[config.mk]
export PLATFORM = sky130hd
export DESIGN_NAME = nibble_cpu_load_move_decode
export DESIGN_NICKNAME = d
export VERILOG_FILES = /design/src/hdl/nibble_decode_pkg.sv /design/src/hdl/nib_mem_if.sv /design/src/hdl/nibble_cpu_load_move_decode.sv /design/src/hdl/nib_ram.sv
export VERILOG_INCLUDE_DIRS = /design/src /design/src/hdl
export SDC_FILE = /design/constraint.sdc
export NUM_CORES = 1
export LEC_CHECK = 0
export BUFFER_PORTS_ARGS = -buffer_cell sky130_fd_sc_hd__buf_2
export CORE_AREA = 4 4 160 162
export DETAILED_ROUTE_END_ITERATION = 8
export DIE_AREA = 0 0 164 166
export SYNTH_ARGS = -nofsm -noshare
export SYNTH_HDL_FRONTEND = slang
export SYNTH_SLANG_ARGS = --single-unit
[constraint.sdc]
create_clock -name ref_clk -period 3.1 [get_ports ref_clk]
set_input_delay 0.155 -clock ref_clk [delete_from_list [all_inputs] [get_ports ref_clk]]
set_output_delay 0.155 -clock ref_clk [all_outputs]
set_load 0.01 [all_outputs]
[src/hdl/nibble_decode_defs.svh]
// Purpose: Opcode patterns, field ranges and reset values of the load/move decoder
// Assumes: 10-bit instruction words, 4-bit data nibbles
// Notes:   Patterns are casez / wildcard-equality forms
`ifndef NIBBLE_DECODE_DEFS_SVH
`define NIBBLE_DECODE_DEFS_SVH

// Field ranges
`define IMM4_F      3:0
`define IMM2_F      1:0
`define SLOT_HI_F   9:4

// One-word immediate loads, pointer store and slot moves
`define PAT_IMM_ACC      10'b100011????
`define PAT_IMM_AUX      10'b100000????
`define PAT_IMM_RAM_INC  10'b101001????
`define PAT_IMM_PAGE     10'b00111100??
`define PAT_IMM_COL      10'b100010????
`define PAT_IMM_DIGIT    10'b100001????
`define PAT_SLOT_ACC     10'b100111????
`define PAT_SLOT_SWAP    10'b101111????
// Two-word opcodes; second word is an address or a filler
`define PAT_IMM_RAM_DIR  10'b011001????
`define OP_PAGE_TO_ACC   10'h100
`define OP_ACC_TO_PAGE   10'h110
// One-word moves
`define OP_AUX_TO_ACC    10'h048
`define OP_ACC_TO_AUX    10'h0C8
`define OP_DIGIT_TO_ACC  10'h0AF
`define OP_CSPARE_TO_ACC 10'h068
`define OP_DSPARE_TO_ACC 10'h058
`define OP_ACC_TO_COL    10'h0E8
`define OP_ACC_TO_DIGIT  10'h0D8
// Pointer arithmetic and spare swaps
`define OP_PTR_INC       10'h05C
`define OP_PTR_DEC       10'h0DF
`define OP_PTR_ADD       10'h054
`define OP_PTR_SUB       10'h0D4
`define OP_COL_SWAP      10'h001
`define OP_DIGIT_SWAP    10'h002
`define OP_BOTH_SWAP     10'h003

// Slot window base and unit step
`define SLOT_BASE_HI     6'h04
`define NIB_ONE          5'h01

// Reset values
`define NIB_RST          4'h0
`define PAGE_RST         2'h0
`define STATUS_RST       1'b0
`define WORD_RST         10'h000

`endif

[src/hdl/nibble_decode_pkg.sv]
// Purpose: Shared types of the load/move decoder
// Assumes: Nothing beyond the defs header
// Notes:   Types only; constants live in the defs header
package nibble_decode_pkg;
  typedef logic [3:0] nib_t;
  typedef logic [9:0] word_t;
  typedef enum logic {PH_OPCODE, PH_OPERAND} phase_t;
endpackage

[src/hdl/nib_mem_if.sv]
// Purpose: Carrier between the decoder core and its nibble RAM
// Assumes: One clock shared by both ends
// Notes:   Read address is sampled every enabled edge
`timescale 1ns/1ps
interface nib_mem_if #(parameter int AW = 10, parameter int DW = 4);
  logic [AW-1:0] raddr;
  logic [DW-1:0] rdata;
  logic          we;
  logic [AW-1:0] waddr;
  logic [DW-1:0] wdata;
  modport core (output raddr, we, waddr, wdata, input rdata);
  modport mem  (input raddr, we, waddr, wdata, output rdata);
endinterface

[src/hdl/nibble_cpu_load_move_decode.sv]
// Purpose: Decode and execute immediate, move and RAM-address instructions
// Assumes: One instruction word offered per cycle with instr_valid; ce freezes all
// Notes:   Words are registered, then executed one cycle later
// What this block does
// RULE_01: Upper bits 100011 load the 4-bit immediate into the accumulator, one cycle.
// RULE_02: Upper bits 100000 load the 4-bit immediate into the auxiliary register.
// RULE_03: Immediate-to-RAM direct store takes two words; second word is the address.
// RULE_04: Upper bits 101001 store immediate at pointer, increment digit, status not-zero.
// RULE_05: Page-to-accumulator takes two words; the second word is fetched and dropped.
// RULE_06: Accumulator-to-page takes two words; the second word is fetched and dropped.
// RULE_07: Upper bits 00111100 load the 2-bit immediate into the page register.
// RULE_08: Upper bits 100010 load the 4-bit immediate into the column register.
// RULE_09: Upper bits 100001 load the 4-bit immediate into the digit pointer.
// RULE_10: Upper bits 100111 copy the selected slot into the accumulator.
// RULE_11: Upper bits 101111 swap the accumulator with the selected slot.
// RULE_12: Add accumulator to digit pointer; status takes the carry out.
// RULE_13: Subtract accumulator from digit pointer; status takes no-borrow.
// RULE_14: Swap column with spare, digit with spare, or both pairs.
// RULE_15: Page, column and digit form the 10-bit indirect RAM address.
// RULE_16: The sixteen slots are RAM nibbles 040 to 04F hex.
// RULE_17: Plain one-word moves among accumulator, auxiliary, pointers and spares.
// RULE_18: Increment digit with not-zero status; decrement with no-borrow status.
// RULE_19: Instructions without a status effect leave status unchanged.
`timescale 1ns/1ps
`include "nibble_decode_defs.svh"
module nibble_cpu_load_move_decode
  import nibble_decode_pkg::*;
(
  // Clock and reset
  input  wire logic ref_clk,
  input  wire logic sys_rst,
  input  wire logic ce,
  // Instruction stream
  input  wire logic [9:0] instr_word,
  input  wire logic       instr_valid,
  // Architectural state
  output logic [3:0]      acc,
  output logic [3:0]      aux,
  output logic [1:0]      page,
  output logic [3:0]      col,
  output logic [3:0]      digit,
  output logic [3:0]      col_spare,
  output logic [3:0]      digit_spare,
  output logic            status,
  output logic            second_word
);
  nib_t   acc_q, acc_d, aux_q, aux_d, col_q, col_d, digit_q, digit_d;
  nib_t   cspare_q, cspare_d, dspare_q, dspare_d, held_q, held_d;
  logic [1:0] page_q, page_d;
  logic   status_q, status_d, irv_q, irv_d, direct_q, direct_d;
  word_t  ir_q, ir_d;
  phase_t phase_q, phase_d;
  logic [4:0] inc_w, dec_w, add_w, sub_w;
  logic   exec;
  logic   sw_q, sw_d;

  nib_mem_if #(.AW(10), .DW(4)) mem_bus ();

  nib_ram #(.AW(10), .DW(4)) u_ram (
    .ref_clk (ref_clk),
    .ce      (ce),
    .port    (mem_bus.mem)
  );

  assign exec  = irv_q && (phase_q == PH_OPCODE);
  assign inc_w = {1'b0, digit_q} + `NIB_ONE;
  assign dec_w = {1'b0, digit_q} - `NIB_ONE;
  assign add_w = {1'b0, digit_q} + {1'b0, acc_q};
  assign sub_w = {1'b0, digit_q} - {1'b0, acc_q};
  // Slot read is launched from the incoming word so data is ready at execute
  assign mem_bus.raddr = {`SLOT_BASE_HI, instr_word[`IMM4_F]}; // [RULE_16]

  always_comb
  begin
    acc_d    = acc_q;
    aux_d    = aux_q;
    page_d   = page_q;
    col_d    = col_q;
    digit_d  = digit_q;
    cspare_d = cspare_q;
    dspare_d = dspare_q;
    status_d = status_q; // [RULE_19]
    held_d   = held_q;
    direct_d = direct_q;
    phase_d  = phase_q;
    ir_d     = instr_word;
    irv_d    = instr_valid;
    mem_bus.we    = 1'b0;
    mem_bus.waddr = {page_q, col_q, digit_q}; // [RULE_15]
    mem_bus.wdata = ir_q[`IMM4_F];
    if (irv_q)
    begin
      unique case (phase_q)
        PH_OPERAND:
        begin
          // Second word: an address for the direct store, else a filler
          phase_d = PH_OPCODE; // [RULE_05] [RULE_06]
          if (direct_q)
          begin
            mem_bus.we    = 1'b1; // [RULE_03]
            mem_bus.waddr = ir_q;
            mem_bus.wdata = held_q;
          end
        end
        PH_OPCODE:
        begin
          casez (ir_q)
            `PAT_IMM_ACC:   acc_d   = ir_q[`IMM4_F]; // [RULE_01]
            `PAT_IMM_AUX:   aux_d   = ir_q[`IMM4_F]; // [RULE_02]
            `PAT_IMM_PAGE:  page_d  = ir_q[`IMM2_F]; // [RULE_07]
            `PAT_IMM_COL:   col_d   = ir_q[`IMM4_F]; // [RULE_08]
            `PAT_IMM_DIGIT: digit_d = ir_q[`IMM4_F]; // [RULE_09]
            `PAT_SLOT_ACC:  acc_d   = mem_bus.rdata; // [RULE_10]
            `PAT_SLOT_SWAP:
            begin
              acc_d         = mem_bus.rdata; // [RULE_11]
              mem_bus.we    = 1'b1;
              mem_bus.waddr = {`SLOT_BASE_HI, ir_q[`IMM4_F]};
              mem_bus.wdata = acc_q;
            end
            `PAT_IMM_RAM_INC:
            begin
              mem_bus.we = 1'b1; // [RULE_04]
              digit_d    = inc_w[3:0];
              status_d   = (inc_w[3:0] != `NIB_RST);
            end
            `PAT_IMM_RAM_DIR:
            begin
              held_d   = ir_q[`IMM4_F]; // [RULE_03]
              direct_d = 1'b1;
              phase_d  = PH_OPERAND;
            end
            `OP_PAGE_TO_ACC:
            begin
              acc_d    = {2'b00, page_q}; // [RULE_05]
              direct_d = 1'b0;
              phase_d  = PH_OPERAND;
            end
            `OP_ACC_TO_PAGE:
            begin
              page_d   = acc_q[`IMM2_F]; // [RULE_06]
              direct_d = 1'b0;
              phase_d  = PH_OPERAND;
            end
            `OP_AUX_TO_ACC:    acc_d   = aux_q;    // [RULE_17]
            `OP_ACC_TO_AUX:    aux_d   = acc_q;    // [RULE_17]
            `OP_DIGIT_TO_ACC:  acc_d   = digit_q;  // [RULE_17]
            `OP_CSPARE_TO_ACC: acc_d   = cspare_q; // [RULE_17]
            `OP_DSPARE_TO_ACC: acc_d   = dspare_q; // [RULE_17]
            `OP_ACC_TO_COL:    col_d   = acc_q;    // [RULE_17]
            `OP_ACC_TO_DIGIT:  digit_d = acc_q;    // [RULE_17]
            `OP_PTR_INC:
            begin
              digit_d  = inc_w[3:0]; // [RULE_18]
              status_d = (inc_w[3:0] != `NIB_RST);
            end
            `OP_PTR_DEC:
            begin
              digit_d  = dec_w[3:0]; // [RULE_18]
              status_d = ~dec_w[4];
            end
            `OP_PTR_ADD:
            begin
              digit_d  = add_w[3:0]; // [RULE_12]
              status_d = add_w[4];
            end
            `OP_PTR_SUB:
            begin
              digit_d  = sub_w[3:0]; // [RULE_13]
              status_d = ~sub_w[4];
            end
            `OP_COL_SWAP:
            begin
              col_d    = cspare_q; // [RULE_14]
              cspare_d = col_q;
            end
            `OP_DIGIT_SWAP:
            begin
              digit_d  = dspare_q; // [RULE_14]
              dspare_d = digit_q;
            end
            `OP_BOTH_SWAP:
            begin
              col_d    = cspare_q; // [RULE_14]
              cspare_d = col_q;
              digit_d  = dspare_q;
              dspare_d = digit_q;
            end
            // Words outside these groups belong to other decoders
            default: acc_d = acc_q;
          endcase
        end
      endcase
    end
    // Own flop so the pin never carries decode glitches
    sw_d = (phase_d == PH_OPERAND);
  end

  // Clock enable gates every flop so the whole core freezes together
  always_ff @(posedge ref_clk or posedge sys_rst)
  begin
    if (sys_rst)
    begin
      acc_q    <= `NIB_RST;
      aux_q    <= `NIB_RST;
      page_q   <= `PAGE_RST;
      col_q    <= `NIB_RST;
      digit_q  <= `NIB_RST;
      cspare_q <= `NIB_RST;
      dspare_q <= `NIB_RST;
      held_q   <= `NIB_RST;
      status_q <= `STATUS_RST;
      direct_q <= 1'b0;
      irv_q    <= 1'b0;
      ir_q     <= `WORD_RST;
      phase_q  <= PH_OPCODE;
      sw_q     <= 1'b0;
    end
    else if (ce)
    begin
      acc_q    <= acc_d;
      aux_q    <= aux_d;
      page_q   <= page_d;
      col_q    <= col_d;
      digit_q  <= digit_d;
      cspare_q <= cspare_d;
      dspare_q <= dspare_d;
      held_q   <= held_d;
      status_q <= status_d;
      direct_q <= direct_d;
      irv_q    <= irv_d;
      ir_q     <= ir_d;
      phase_q  <= phase_d;
      sw_q     <= sw_d;
    end
  end

  assign acc         = acc_q;
  assign aux         = aux_q;
  assign page        = page_q;
  assign col         = col_q;
  assign digit       = digit_q;
  assign col_spare   = cspare_q;
  assign digit_spare = dspare_q;
  assign status      = status_q;
  assign second_word = sw_q;
endmodule

[src/hdl/nib_ram.sv]
// Purpose: Nibble RAM with registered read data
// Assumes: Write and read addresses arrive on the same edge
// Notes:   Write-first bypass so a read follows a write to the same nibble
`timescale 1ns/1ps
module nib_ram #(
  parameter int AW = 10,
  parameter int DW = 4
) (
  // Clock
  input wire logic ref_clk,
  input wire logic ce,
  // Memory side of the carrier
  nib_mem_if.mem   port
);
  logic [DW-1:0] mem_q [2**AW];
  logic [DW-1:0] rd_q;
  logic [DW-1:0] rd_d;

  always_comb
  begin
    rd_d = mem_q[port.raddr];
    // Bypass keeps back-to-back store then slot read coherent
    if (port.we && (port.waddr == port.raddr))
    begin
      rd_d = port.wdata;
    end
  end

  always_ff @(posedge ref_clk)
  begin
    if (ce)
    begin
      rd_q <= rd_d;
      if (port.we)
      begin
        mem_q[port.waddr] <= port.wdata;
      end
    end
  end

  assign port.rdata = rd_q;
endmodule

==> results by group <==
Logic synthesis
  • Synth area leaders: edfxtp_1, dfrtp_1, mux4_2, mux2_2, nor2_1
  • Number of flops mapped to enable cells by yosys: 68
  • Yosys warns: 0
  • Top-area cell type share of the netlist area: 34.1%
  • Cell area after synthesis: 0.00600 mm^2
  • Seq/Total Area, Yosys: 52.4%
  • Post-synthesis cell type count: 62
  • FF+latch count, synth: 112
  • Syn Nets: 555
  • Synth area leader: edfxtp_1
  • Ys flop type: edfxtp_1
  • Async SR Flop Fraction: 39.3%
  • Syn_area_per_cell: 11.4 um^2
  • Mapped Cells: 528

Timing
  • Clock skew: 0.0107 ns
  • Setup TNS: 0 ns
  • Final setup fails: 0
  • Tmin final: 2.86 ns
  • Relative slew slack: 37.0%
  • Final hold vios: 0
  • RSZ-0062 raised after global routing: no
  • Fmax: 350 MHz
  • Crit share post-route: 92.2%
  • Slew Limit Fails: 0
  • Final hold slack: 0.0155 ns
  • Measured slew at the worst slew-check pin: 0.943 ns

Clock tree
  • Clk pin slew, worst setup/hold paths: 0.08 ns
  • Clock Sinks: 112
  • Root Buffer: clkbuf_16
  • CTS tree: yes
  • Setup Buffers After CTS: 0
  • Worst skew pair latency: 0.35 ns
  • CTS resizes: 0
  • Hold-fix buffers, CTS: 0
  • H-Tree Depth: 3
  • Buffer depth of the longest clock path: 2
  • Cts bufs inserted: 9

Outcome
  • Status: complete, no violations

Cells and area
  • Antenna diode count: 0
  • Commonest non-fill, non-tap cell in the layout: edfxtp_1
  • Syn-to-layout area delta: 17.2%
  • Share of layout cells above drive strength 1: 23.8%
  • Most frequent cells in the layout: edfxtp_1, nor2_1, dfrtp_1, buf_2, nand2_1
  • Final nets: 606
  • Post-Layout Cell Count: 908

Die
  • Die Wd: 164 um
  • Die height: 166 um
  • FP Rows: 57
  • DIE AREA: 0.0272 mm^2
  • Placeable Area: 0.0241 mm^2
  • IO Pins: 42
  • Initial Util: 24.9%

Setup path
  • Worst R2R Setup Slack: 0.24 ns
  • Critical path peak fanout: 6
  • Most frequent CP cell: nor2_1
  • Data arrival, critical path: 2.88 ns
  • Reg2reg start: ir_q[8]
  • RR Endpoint: u_ram.mem_q[71][0]
  • Crit-path cells: nand4b_2 -> or4_1 -> o311a_1 -> or3_1 -> nor2_1 -> nand2_1 -> nor2_1
  • Reg2reg path depth: 7
  • Startpoint Class: flip-flop
  • CP Class: flip-flop to flip-flop
  • Slowest-stage cell, CP: or4_1
  • Worst setup EP type: flip-flop
  • Worst EP required: 3.12 ns
  • Max incr delay on CP: 0.64 ns

GRT
  • Vias in the first global route: 4482
  • Gr usage total: 12.6%
  • Largest net degree at the start of global routing: 45
  • Initial antenna violation count: 1
  • Total gr overflow: 0
  • Global-route wire length before repair: 26500 um

Routing
  • Post-route ant nets: 0
  • DR iter-0 viols: 408
  • WL final: 16900 um
  • Routed via count: 4490
  • Vias per cell: 4.94
  • DRC violations left: 0
  • Wire per inst: 18.6 um
  • Pre-antenna DRT Iters: 5

Place
  • Placed Cells incl. Taps: 892
  • Port Buf Inserts: 41
  • Gpl congestion: 0.850
  • DP HPWL: 12200 um

Power
  • Power Dens Cells: 609 mW/mm^2
  • Peak supply drop: 293 uV
  • Leak: 2.67 nW

Min path
  • Worst Hold Class: primary input to asynchronous set/reset pin

Job
  • Max Cap Violations: 0
## kinds of logic (layout without fill, tap and decap cells)
group / Yosys count / in the layout / share of synthesized area [%]
AOI/OAI and AO/OA: 117 / 117 / 12.4
xor gates and xnor gates: 12 / 12 / 1.88
adders and majority gates: 13 / 13 / 2.96
buffers and inverters: 45 / 101 / 2.98
DFF: 112 / 112 / 52.4
muxes: 52 / 52 / 12.7
and+or+nand+nor: 177 / 177 / 14.7
## power breakdown
part           total, mW  internal (mW)  switching, mW
Combinational       1.20          0.492          0.707
Clock               1.22          0.648          0.570
Sequential          1.86           1.70          0.164
Total               4.28           2.84           1.44
## flip-flops by register name, indices dropped and copies added (netlist names)
signal / cells
direct_q: 1
second_word: 1
aux: 4
digit: 4
held_q: 4
acc: 4
status: 1
page: 2
ir_q: 10
irv_q: 1
u_ram.port.rdata: 4
col: 4
u_ram.mem_q: 64
digit_spare: 4
col_spare: 4
## worst max-delay path: cells and delay by family (launching register included)
kind / cells / cell delay [ns]
flops: 1 / 0.37
simple gates: 6 / 1.99
compound gates: 1 / 0.16
## cell usage after synthesis (4+ instances only)
library cell  count
mux4_2           16
mux2_2           27
inv_1            12
dfrtp_1          44
a211oi_1          5
a22o_1            6
nand2_1          40
o21ai_0          30
xnor2_1           4
nor2b_1          10
edfxtp_1         68
mux2i_1           8
nor2_1           59
xor2_1            7
a221oi_1          4
a22oi_1           6
a21oi_1          33
o22ai_1           7
nor3b_1           4
nor3_1           16
clkbuf_1         27
nor4_1            7
ha_1             11
nand3_1          12
nand2b_1          5
## worst max path at each step
| stage | from | end | slack (ns) | cells after the start |
|---|---|---|---|---|
| after global placement | ir_q[8] | u_ram.mem_q[78][3] | 0.32 | 7 |
| after global routing | ir_q[8] | u_ram.mem_q[75][1] | 0.08 | 7 |
| after CTS | ir_q[8] | u_ram.mem_q[78][0] | 0.26 | 7 |
| after detailed placement | ir_q[8] | u_ram.mem_q[75][0] | 0.22 | 7 |
| after floorplan | ir_q[8] | u_ram.port.rdata[0] | 0.40 | 9 |
| final | ir_q[8] | u_ram.mem_q[71][0] | 0.24 | 7 |
## per-layer routing
| layer | up-vias | track usage (%) | part of all wire, % |
|---|---|---|---|
| li1 | 2084 | - | - |
| met1 | 2207 | 17.7 | 45 |
| met2 | 172 | 19.5 | 46 |
| met3 | 25 | 2.76 | 6.9 |
| met4 | 2 | 3.61 | 2.2 |
| met5 | - | 0 | 0.077 |
## area by class of cell
cell class	instances	area, um^2
clock buffers	10	229
clock inverters	6	83.8
fillers	2514	17100
inverters	12	45.0
multi-input cells	371	2670
flip-flops and latches	112	3140
well taps	324	405
repair buffers	73	445
## per-stage QoR
step | setup WS (ns) | area (um^2) | total power [mW] | util, %
final | 0.240 | 7030 | 4.28 | 29.1
after global routing | 0.0803 | 7030 | 4.52 | 29.1
after CTS | 0.261 | 7030 | 4.31 | 29.1
after detailed placement | 0.219 | 6710 | 3.08 | 27.8
after global placement | 0.319 | 6710 | 3.08 | 27.8
after floorplan | 0.405 | 6000 | 2.60 | -
Note: power is estimated with default switching activity, not from simulation.
